File: src/design/timer8_map.svh
// register offsets, field positions, reset values and timing counts
`ifndef TIMER8_MAP_SVH
`define TIMER8_MAP_SVH
`define CTRL_OFFSET       12'h000
`define CMP_OFFSET        12'h004
`define DUTY_OFFSET       12'h008
`define STATUS_OFFSET     12'h00C
`define COUNT_OFFSET      12'h010
`define CTRL_MODE_LO      0
`define CTRL_RUN_BIT      3
`define CTRL_SRC_LO       4
`define CTRL_FF_BIT       7
`define CTRL_PSEL_BIT     8
`define CTRL_SLOW_BIT     9
`define STAT_MATCH_BIT    0
`define MODE_EVENT        2'h0
`define MODE_DIVIDER      2'h1
`define MODE_PWM          2'h2
`define SRC_DIV2048       3'h0
`define SRC_DIV128        3'h1
`define SRC_DIV32         3'h2
`define SRC_DIV8          3'h3
`define SRC_SLOW          3'h4
`define SRC_HALF          3'h5
`define SRC_FAST          3'h6
`define CTRL_RESET        10'h000
`define CMP_RESET         8'h00
`define DUTY_RESET        8'h00
`define COUNT_RESET       8'h00
`define COUNT_MAX         8'hFF
`define PRE_TAP_2048      10
`define PRE_TAP_128       6
`define PRE_TAP_32        4
`define PRE_TAP_8         2
`define PRE_TAP_HALF      0
`define SLOW_TAP_8        2
`endif

File: src/design/timer8_pkg.sv
// types shared by the timer channel
package timer8_pkg;
  typedef struct packed {
    logic        psel;
    logic        penable;
    logic        pwrite;
    logic [11:0] paddr;
    logic [31:0] pwdata;
  } apb_req_type;
  typedef struct packed {
    logic        pready;
    logic        pslverr;
    logic [31:0] prdata;
  } apb_rsp_type;
  typedef struct packed {
    logic divider_out;
    logic pwm_out;
    logic match_irq;
  } pins_type;
endpackage : timer8_pkg

File: src/design/edge_sync.sv
// two-stage synchroniser with falling-edge and rising-edge detection
`timescale 1ns/1ps
module edge_sync (
  input  wire logic MCLK_IN,
  input  wire logic RESETN_IN,
  input  wire logic async_in,
  output logic      level_out,
  output logic      fall_out,
  output logic      rise_out
);
  import timer8_pkg::*;
  typedef struct packed {
    logic s1;
    logic s2;
    logic s3;
  } sync_state_type;
  sync_state_type st_r;
  sync_state_type st_nxt;

  always_comb begin
    st_nxt    = st_r;
    st_nxt.s1 = async_in;
    st_nxt.s2 = st_r.s1;
    st_nxt.s3 = st_r.s2;
  end

  // start high so no phantom edge at release
  always_ff @(posedge MCLK_IN) begin
    if (!RESETN_IN) begin
      st_r <= 3'h7;
    end else begin
      st_r <= st_nxt;
    end
  end

  assign level_out = st_r.s2;
  assign fall_out  = st_r.s3 & ~st_r.s2;
  assign rise_out  = ~st_r.s3 & st_r.s2;
endmodule : edge_sync

File: src/design/timer8_event_divider_pwm.sv
// 8-bit timer channel: event counter, divider output and pwm, apb slave
//
// Implementation choices: the placing of the registers and register access over APB.
`timescale 1ns/1ps
`include "timer8_map.svh"

module timer8_event_divider_pwm #(
  parameter int PRE_WIDTH = 11
) (
  input  wire logic                     MCLK_IN,
  input  wire logic                     RESETN_IN,
  input  wire timer8_pkg::apb_req_type  APB_REQ_IN,
  output timer8_pkg::apb_rsp_type       APB_RSP_OUT,
  input  wire logic                     EVENT_INPUT_PIN_IN,
  input  wire logic                     SLOW_CLOCK_IN,
  output timer8_pkg::pins_type          PINS_OUT
);
  import timer8_pkg::*;

  // ----------------------------------------------------------------
  // state
  // ----------------------------------------------------------------
  typedef struct packed {
    logic [9:0]           ctrl;
    logic [7:0]           cmp;
    logic [7:0]           duty_act;
    logic [7:0]           duty_buf;
    logic [7:0]           count;
    logic                 tff;
    logic                 match_flag;
    logic                 irq;
    logic [PRE_WIDTH-1:0] pre;
    logic [3:0]           slow_pre;
    logic [31:0]          rdata;
  } state_type;

  state_type st_r;
  state_type st_nxt;

  logic       ev_fall;
  logic       slow_rise;
  logic       pre_tick;
  logic       tick;
  logic [1:0] mode;
  logic       run;
  logic [2:0] src;
  logic       wr_en;
  logic       rd_en;
  logic [9:0] wctrl;
  logic       match;

  // ----------------------------------------------------------------
  // pin synchronisers
  // ----------------------------------------------------------------
  edge_sync u_event_sync (
    .MCLK_IN   (MCLK_IN),
    .RESETN_IN (RESETN_IN),
    .async_in  (EVENT_INPUT_PIN_IN),
    .level_out (),
    .fall_out  (ev_fall),
    .rise_out  ()
  );

  // the slow clock is sampled as data, so it must be far below 200 MHz
  edge_sync u_slow_sync (
    .MCLK_IN   (MCLK_IN),
    .RESETN_IN (RESETN_IN),
    .async_in  (SLOW_CLOCK_IN),
    .level_out (),
    .fall_out  (),
    .rise_out  (slow_rise)
  );

  assign mode  = st_r.ctrl[`CTRL_MODE_LO +: 2];
  assign run   = st_r.ctrl[`CTRL_RUN_BIT];
  assign src   = st_r.ctrl[`CTRL_SRC_LO +: 3];
  assign wr_en = APB_REQ_IN.psel & APB_REQ_IN.penable & APB_REQ_IN.pwrite;
  assign rd_en = APB_REQ_IN.psel & ~APB_REQ_IN.penable & ~APB_REQ_IN.pwrite;
  assign wctrl = APB_REQ_IN.pwdata[9:0];

  // ----------------------------------------------------------------
  // source clock selection
  // ----------------------------------------------------------------
  always_comb begin
    pre_tick = 1'b0;
    case (src)
      `SRC_DIV2048: begin
        if (st_r.ctrl[`CTRL_PSEL_BIT] || st_r.ctrl[`CTRL_SLOW_BIT]) begin
          pre_tick = slow_rise &
                     (&st_r.slow_pre[`SLOW_TAP_8:0]);
        end else begin
          pre_tick = &st_r.pre[`PRE_TAP_2048:0];
        end
      end
      `SRC_DIV128:  pre_tick = &st_r.pre[`PRE_TAP_128:0];
      `SRC_DIV32:   pre_tick = &st_r.pre[`PRE_TAP_32:0];
      `SRC_DIV8:    pre_tick = &st_r.pre[`PRE_TAP_8:0];
      `SRC_SLOW:    pre_tick = slow_rise;
      `SRC_HALF:    pre_tick = st_r.pre[`PRE_TAP_HALF];
      `SRC_FAST:    pre_tick = 1'b1;
      default:      pre_tick = 1'b0;
    endcase
    // fast taps are unavailable in slow mode
    if (st_r.ctrl[`CTRL_SLOW_BIT] && src != `SRC_SLOW &&
        src != `SRC_DIV2048) begin
      pre_tick = 1'b0;
    end
  end

  always_comb begin
    case (mode)
      `MODE_EVENT: tick = run & ev_fall;
      `MODE_DIVIDER: tick = run & pre_tick;
      `MODE_PWM: tick = run & pre_tick;
      default: tick = 1'b0;
    endcase
  end

  assign match = (st_r.count == st_r.cmp);

  // ----------------------------------------------------------------
  // next state
  // ----------------------------------------------------------------
  always_comb begin
    st_nxt          = st_r;
    st_nxt.irq      = 1'b0;
    st_nxt.pre      = PRE_WIDTH'(st_r.pre + 1'b1);
    st_nxt.slow_pre = slow_rise ? 4'(st_r.slow_pre + 1'b1) : st_r.slow_pre;

    if (tick) begin
      case (mode)
        `MODE_EVENT: begin
          if (match) begin
            st_nxt.count = `COUNT_RESET;
            st_nxt.irq   = 1'b1;
          end else begin
            st_nxt.count = 8'(st_r.count + 1'b1);
          end
        end
        `MODE_DIVIDER: begin
          if (match) begin
            st_nxt.count = `COUNT_RESET;
            st_nxt.tff   = ~st_r.tff;
            st_nxt.irq   = 1'b1;
          end else begin
            st_nxt.count = 8'(st_r.count + 1'b1);
          end
        end
        `MODE_PWM: begin
          // toggle on duty match and overflow
          if (st_r.count == `COUNT_MAX) begin
            st_nxt.count    = `COUNT_RESET;
            st_nxt.tff      = ~st_r.tff;
            st_nxt.irq      = 1'b1;
            st_nxt.duty_act = st_r.duty_buf;
          end else begin
            st_nxt.count = 8'(st_r.count + 1'b1);
            if (st_r.count == st_r.duty_act) begin
              st_nxt.tff = ~st_r.tff;
            end
          end
        end
        default: st_nxt.count = st_r.count;
      endcase
    end

    if (!run && mode == `MODE_PWM) begin
      st_nxt.duty_act = st_r.duty_buf;
    end

    // writes, apb access phase
    if (wr_en) begin
      case (APB_REQ_IN.paddr)
        `CTRL_OFFSET: begin
          st_nxt.ctrl = wctrl;
          if (!run && !wctrl[`CTRL_RUN_BIT]) begin
            st_nxt.tff = wctrl[`CTRL_FF_BIT];
          end
          if (!wctrl[`CTRL_RUN_BIT]) begin
            st_nxt.count = `COUNT_RESET;
          end
        end
        `CMP_OFFSET:  st_nxt.cmp = APB_REQ_IN.pwdata[7:0];
        `DUTY_OFFSET: begin
          st_nxt.duty_buf = APB_REQ_IN.pwdata[7:0];
        end
        `STATUS_OFFSET: begin
          if (APB_REQ_IN.pwdata[`STAT_MATCH_BIT]) begin
            st_nxt.match_flag = 1'b0;
          end
        end
        default: st_nxt.ctrl = st_r.ctrl;
      endcase
    end
    // set wins over clear
    if (st_nxt.irq) begin
      st_nxt.match_flag = 1'b1;
    end

    // read data captured in setup phase
    if (rd_en) begin
      case (APB_REQ_IN.paddr)
        `CTRL_OFFSET: st_nxt.rdata = {22'h0, st_r.ctrl[9:8], st_r.tff,
                                       st_r.ctrl[6:0]};
        `CMP_OFFSET:  st_nxt.rdata = {24'h0, st_r.cmp};
        `DUTY_OFFSET: st_nxt.rdata = {24'h0, run ? st_r.duty_act
                                                 : st_r.duty_buf};
        `STATUS_OFFSET: st_nxt.rdata = {31'h0, st_r.match_flag};
        `COUNT_OFFSET:  st_nxt.rdata = {24'h0, st_r.count};
        default: st_nxt.rdata = 32'h0;
      endcase
    end
  end

  // ----------------------------------------------------------------
  // registers
  // ----------------------------------------------------------------
  always_ff @(posedge MCLK_IN) begin
    if (!RESETN_IN) begin
      st_r          <= '0;
      st_r.ctrl     <= `CTRL_RESET;
      st_r.cmp      <= `CMP_RESET;
      st_r.duty_act <= `DUTY_RESET;
      st_r.duty_buf <= `DUTY_RESET;
      st_r.tff      <= 1'b0;
    end else begin
      st_r <= st_nxt;
    end
  end

  // ----------------------------------------------------------------
  // outputs
  // ----------------------------------------------------------------
  // zero-wait slave; unmapped addresses read zero with no error
  assign APB_RSP_OUT.pready  = 1'b1;
  assign APB_RSP_OUT.pslverr = 1'b0;
  assign APB_RSP_OUT.prdata  = st_r.rdata;

  assign PINS_OUT.divider_out = ~st_r.tff;
  assign PINS_OUT.pwm_out     = ~st_r.tff;
  assign PINS_OUT.match_irq   = st_r.irq;
endmodule : timer8_event_divider_pwm

File: config.mk
export PLATFORM = sky130hd
export DESIGN_NAME = timer8_event_divider_pwm
export DESIGN_NICKNAME = d
export VERILOG_FILES = /design/src/design/timer8_pkg.sv /design/src/design/edge_sync.sv /design/src/design/timer8_event_divider_pwm.sv
export VERILOG_INCLUDE_DIRS = /design/src /design/src/design
export SDC_FILE = /design/constraint.sdc
export NUM_CORES = 1
export LEC_CHECK = 0
export BUFFER_PORTS_ARGS = -buffer_cell sky130_fd_sc_hd__clkbuf_2
export CAP_MARGIN = 0
export CELL_PAD_IN_SITES_DETAIL_PLACEMENT = 0
export CELL_PAD_IN_SITES_GLOBAL_PLACEMENT = 1
export CORE_MARGIN = 2
export CORE_UTILIZATION = 35
export DETAILED_ROUTE_END_ITERATION = 16
export PLACE_DENSITY = 0.75
export REMOVE_ABC_BUFFERS = 1
export SETUP_SLACK_MARGIN = 0.1
export SYNTH_ARGS = -nofsm -noshare
export SYNTH_HDL_FRONTEND = slang
export SYNTH_SLANG_ARGS = --single-unit
File: constraint.sdc
create_clock -name MCLK_IN -period 3 [get_ports MCLK_IN]
set_input_delay 0.15 -clock MCLK_IN [delete_from_list [all_inputs] [get_ports MCLK_IN]]
set_output_delay 0.15 -clock MCLK_IN [all_outputs]
set_load 0.005 [all_outputs]
Word level (Yosys, flattened, before mapping)
Index checks and enable logic that the tools add are counted.
{"block": "word_totals", "regBits": 98, "in_bits": 51, "out_inout_bits": 37, "wordCells": 107}
{"block": "op_classes", "add_sub_neg": 3, "eq_ne": 16, "n_mux": 28, "bitwise": 14, "reduce_logical": 29}
{"op": "$mux 8", "n": 7}
{"op": "$pmux 10 s5", "n": 1}
{"op": "$mux 9", "n": 3}
{"op": "$eq 12x4->1 const B", "n": 2}
{"op": "$eq 8x8->1", "n": 2}
{"op": "$pmux 8 s2", "n": 1}
{"op": "$eq 12x3->1 const B", "n": 1}
{"op": "$eq 12x5->1 const B", "n": 1}
{"op": "$logic_not 12->1", "n": 1}
{"op": "$reduce_and 3->1", "n": 4}
{"op": "$reduce_bool 2->1", "n": 6}
{"op": "$add 11x1->11 const B", "n": 1}
{"op": "$mux 1", "n": 11}
{"op": "$reduce_and 11->1", "n": 1}
{"op": "$mux 10", "n": 1}
{"op": "$and 1x1->1", "n": 9}
{"op": "$eq 3x3->1 const B", "n": 3}
{"op": "$add 8x1->8 const B", "n": 1}
{"op": "$eq 8x8->1 const B", "n": 1}
{"op": "$pmux 1 s7", "n": 1}
{"op": "$reduce_and 7->1", "n": 1}
{"op": "$eq 3x2->1 const B", "n": 2}
{"op": "$pmux 1 s2", "n": 3}
{"op": "$reduce_and 2->1", "n": 3}
{"op": "other kinds (14)", "n": 23}

Depth between registers and ports, before layout
{"block": "depth", "ltp_word": 13, "ltp_mapped": 11}

By module
From an unflattened synthesis, not the netlist that was laid out.
{"block": "hier_totals", "cells_unflattened": 485, "area_unflattened_um2": 4124.0}
{"mod": "timer8_event_divider_pwm", "n_inst": 1, "cells_per_inst": 469, "area_per_inst_um2": 3941.3}
{"mod": "edge_sync", "n_inst": 2, "cells_per_inst": 8, "area_per_inst_um2": 91.3}

Least setup slack after synthesis
No wires, ideal clock.
{"block": "synth_timing", "kind": "register -> register", "startpoint": "reg st_r[36] (netlist name)", "endpoint": "reg st_r[52] (netlist name)", "arrival_ns": 2.242, "required_time_ns": 2.881, "path_slack_ns": 0.639, "path_stages_with_launch": 12, "path_buffers": 2, "synth_period_minus_slack_ns": 2.361, "cell_sequence": "dfxtp_1 ha_1 and3_1 clkbuf_1 ha_1 mux2_2 nand2_1 nand3_1 o221ai_1 clkbuf_1 nor2_1 o221a_2"}
{"block": "synth_via", "elab_chain_cells": 10, "word_cells_on_any_way": 13, "classes_between": "mux: 8; bitwise: 1; reduce/logical: 4"}
{"element": "start: declaration", "line": "timer8_event_divider_pwm.sv:37", "source": "state_type st_r;"}
{"element": "start signal: assignment", "line": "timer8_event_divider_pwm.sv:227", "source": "st_r <= st_nxt;"}
{"element": "$reduce_and 11->1", "line": "timer8_event_divider_pwm.sv:92", "source": "pre_tick = &st_r.pre[`PRE_TAP_2048:0];"}
{"element": "$mux 1", "line": "timer8_event_divider_pwm.sv:88", "source": "if (st_r.ctrl[`CTRL_PSEL_BIT] || st_r.ctrl[`CTRL_SLOW_BIT]) begin"}
{"element": "$pmux 1 s7 *", "line": "timer8_event_divider_pwm.sv:86", "source": "case (src)"}
{"element": "$mux 1 *", "line": "timer8_event_divider_pwm.sv:104", "source": "if (st_r.ctrl[`CTRL_SLOW_BIT] && src != `SRC_SLOW &&"}
{"element": "$and 1x1->1 *", "line": "timer8_event_divider_pwm.sv:113, timer8_event_divider_pwm.sv:114"}
{"element": "$pmux 1 s2 *", "line": "timer8_event_divider_pwm.sv:111", "source": "case (mode)"}
{"element": "$mux 9 *", "line": "timer8_event_divider_pwm.sv:130", "source": "if (tick) begin"}
{"element": "$mux 8", "line": "timer8_event_divider_pwm.sv:179", "source": "if (!wctrl[`CTRL_RUN_BIT]) begin"}
{"element": "$mux 9", "line": "timer8_event_divider_pwm.sv:173", "source": "case (APB_REQ_IN.paddr)"}
{"element": "$mux 10 *", "line": "timer8_event_divider_pwm.sv:172", "source": "if (wr_en) begin"}
Every way passes the cells marked *; elsewhere a longest branch is shown, timed or not. The select of a mux whose other input is x is not followed.
A chain may end at the register's enable or synchronous reset.

Worst setup path after layout
Same ends and word-level chain as after synthesis.

==> summary.txt <==
Timing
  – Clock skew: 0.00599 ns
  – Slew Limit Fails: 0
  – Maximum clock frequency: 402 MHz
  – Final-report hold violation count: 0
  – RSZ-0062 raised after global routing: no
  – Final worst slack: 0.515 ns
  – Worst-margin pin slew: 0.920 ns
  – Fin Setup TNS: 0 ns
  – Fin crit period: 2.48 ns
  – Max-slew headroom: 38.2%
  – Tcrit/Tclk final: 82.8%
  – Final setup viols: 0

Critical path
  – CP Capture Type: register
  – Worst path max stage delay: 0.39 ns
  – Crit path cell chain: ha_1, and3_1, ha_1, mux2_2, nand2_1, nand3_1, o221ai_1, buf_4, nor2_1, o221a_2
  – Reg2reg setup slack: 0.52 ns
  – Cell depth of the worst flop-to-flop path: 10
  – Critical path type: reg -> reg
  – Worst Path Required: 3.22 ns
  – CP arrival: 2.71 ns
  – Reg2reg end: st_r[52]$_SDFF_PN0_
  – Worst-path fanout max: 11
  – CP most frequent cell: ha_1
  – Reg2reg start: st_r[36]$_SDFF_PN0_
  – Crit-path slowest cell: o221ai_1
  – Critical path launch point type: register

Logic synthesis
  – Synthesized area: 4140 sq um
  – Yosys warnings: 0
  – Yosys reg bits: 74
  – Syn Inst Count: 472
  – Synth area leaders: dfxtp_1, buf_4, mux2i_1, nand2_1, xnor2_1
  – Yosys top cell by area: dfxtp_1
  – EDFF count, synth: 0
  – Distinct cells, synth: 56
  – Synth Flop Type: dfxtp_1
  – Post-Syn Area per Cell: 8.77 sq um
  – Post-synth ARST share: 0%
  – Top-count cell post-synth: dfxtp_1
  – Yosys top cell area share: 35.8%
  – Seq/Total Area, Yosys: 35.8%
  – Commonest cells in the netlist: dfxtp_1, nand2_1, buf_4, mux2i_1, nor2b_1

Placement
  – Estimated wirelength of the detail-placed design: 7070 um
  – DP Area: 4330 sq um
  – Pre-CTS setup slack: 0.532 ns
  – Routability congestion estimate: 0.818
  – Inst Count DP: 632
  – IO buf count: 41

CTS
  – CTS tree: yes
  – Clock Latency Late Sink: 0.33 ns
  – CTS Buffer Depth: 2
  – Num Clock Sinks: 74
  – Root Buffer: clkbuf_16
  – CTS Buf Count: 9
  – H-tree levels: 3
  – Clk slew on worst S/H paths: 0.06 ns
  – Post-cts sizing count: 0

Power and ir drop
  – Leakage: 1.69 nW
  – Internal power: 1.70 mW
  – Overall power: 2.18 mW
  – Reg power frac: 45.8%
  – PD cells: 469 nW/um^2
  – Clock power frac: 49.9%
  – Logic gate share of total power: 4.3%
  – P_sw: 0.481 mW
  – Switching part of the total: 22.1%
  – Maximum VDD drop: 287 uV

Min path
  – Hold Path End: u_event_sync.st_nxt[1]$_SDFF_PN1_
  – Worst Hold Class: in -> reg
  – Hold_sp: EVENT_INPUT_PIN_IN
  – Hold Path Cell Cnt: 2

Detailed routing
  – Routed len/inst: 14.9 um
  – Number of vias per cell: 5.05
  – DRT Wirelength: 9700 um
  – Via count: 3,276
  – DR pass1 iterations: 5
  – Final ANT Viol Nets: 0
  – DR iter-0 viols: 145
  – DRC: 0

Flow run
  – # Max-Cap Violations: 0

Run status
  – Outcome: completed

Global route
  – Largest net degree at the start of global routing: 25
  – Vias in the first global route: 3,152
  – First-pass GRT wire length: 15,700 um
  – GRT overflow: 0
  – Total track usage: 15.5%
  – Initial antenna violation count: 0

Die
  – Core ar.: 11,500 sq um
  – Die H: 113 um
  – Die X: 113 um
  – DIE AREA: 12,700 sq um
  – I/O pin cnt: 88
  – Row Count: 39
  – Effective utilization at floorplan: 36.1%

Layout
  – Diode count: 0
  – Nets: 562
  – Fraction of layout instances using a drive strength above 1: 17.8%
  – Final cell count without fillers: 649
  – Area Growth Syn to Fin: 12.2%
  – Finished Cell Area: 4640 sq um
worst max path at each step:
stage / startpoint / endpoint / depth (start not counted)
6_report: st_r[36]$_SDFF_PN0_ / st_r[52]$_SDFF_PN0_ / 10
5_1_grt: mode[0]$_SDFFE_PN0P_ / st_r[50]$_SDFF_PN0_ / 9
3_3_place_gp: st_r[36]$_SDFF_PN0_ / st_r[52]$_SDFF_PN0_ / 10
3_5_place_dp: st_r[36]$_SDFF_PN0_ / st_r[50]$_SDFF_PN0_ / 10
2_1_floorplan: st_r[36]$_SDFF_PN0_ / st_r[52]$_SDFF_PN0_ / 9
4_1_cts: st_r[36]$_SDFF_PN0_ / st_r[50]$_SDFF_PN0_ / 10
flip-flops by register name, indices dropped and copies added (netlist names):
register                flops
st_r                       51
APB_RSP_OUT                10
src                         3
mode                        2
PINS_OUT                    1
run                         1
u_event_sync.level_out      1
u_event_sync.st_nxt         1
u_event_sync.st_r           1
u_slow_sync.level_out       1
u_slow_sync.st_nxt          1
u_slow_sync.st_r            1
routing by layer:
metal | vias to the layer above | track usage [%] | part of all wire (%)
met4 | 0 | 4.23 | 1.4
met5 | - | 0 | 0
met3 | 11 | 4.12 | 5.9
met1 | 1552 | 20.2 | 46
li1 | 1637 | - | -
met2 | 76 | 25.5 | 46
placed cells by master, fill, tap and decap left out, drive strengths merged, types with 8 or more instances in the layout:
cell type / Yosys / routed
inv: 10 / 10
and2: 13 / 13
mux2: 11 / 11
nand2: 61 / 61
a21oi: 11 / 11
clkbuf: 20 / 53
conb: 2 / 24
ha: 10 / 10
nor2b: 25 / 25
o21ai: 23 / 23
buf: 39 / 13
dfxtp: 74 / 74
a21boi: 13 / 13
nor3: 8 / 8
nor2: 14 / 14
xnor2: 22 / 22
nand3: 15 / 15
mux2i: 26 / 26
nand2b: 12 / 12
critical path, delay by kind of cell (launching register included):
kind            cells  cell delay (ns)
fa+ha+maj           2             0.42
buf+inv             1             0.26
mux                 1             0.25
simple gates        4             0.46
compound gates      2             0.62
flops               1             0.35
repair_timing:
item,CTS,global route
hold endpoints to repair,1,0
setup buffers,0,0
hold buffers,1,0
through the flow:
step           util [%]  hold WS (ns)
2_1_floorplan         -         0.223
3_3_place_gp       37.8         0.342
3_5_place_dp       37.8         0.338
4_1_cts            40.5        0.0114
5_1_grt            40.5        0.0207
6_report           40.5        0.0103
power groups by stage:
stage	registers, mW	clock network [mW]	logic (mW)
detailed placement	1.02	0	0.0936
global placement	1.02	0	0.0924
global route	0.997	1.15	0.106
floorplan	1.02	0	0.0374
finish	0.996	1.09	0.0946
CTS	0.996	1.10	0.0951
area by class of cell:
| class | instances | area, sq um |
|---|---|---|
| multi-input cells | 351 | 2330 |
| repair buffers | 55 | 313 |
| inverters | 10 | 37.5 |
| clock inverters | 4 | 51.3 |
| fillers | 1159 | 6830 |
| well taps | 143 | 179 |
| clock buffers | 12 | 246 |
| flip-flops and latches | 74 | 1480 |
logic make-up (layout without fill, tap and decap cells):
logic type | Yosys count | in the layout | synth area share [%]
xor gates and xnor gates | 24 | 24 | 5.08
muxes | 37 | 37 | 9.28
and+or+nand+nor | 182 | 182 | 24.6
AOI/OAI and AO/OA | 74 | 74 | 12.2
other | 2 | 24 | 0.182
buffers and inverters | 69 | 81 | 9.83
adders and majority gates | 10 | 10 | 3.02
DFF | 74 | 74 | 35.8
Note: power is estimated with default switching activity, not from simulation.
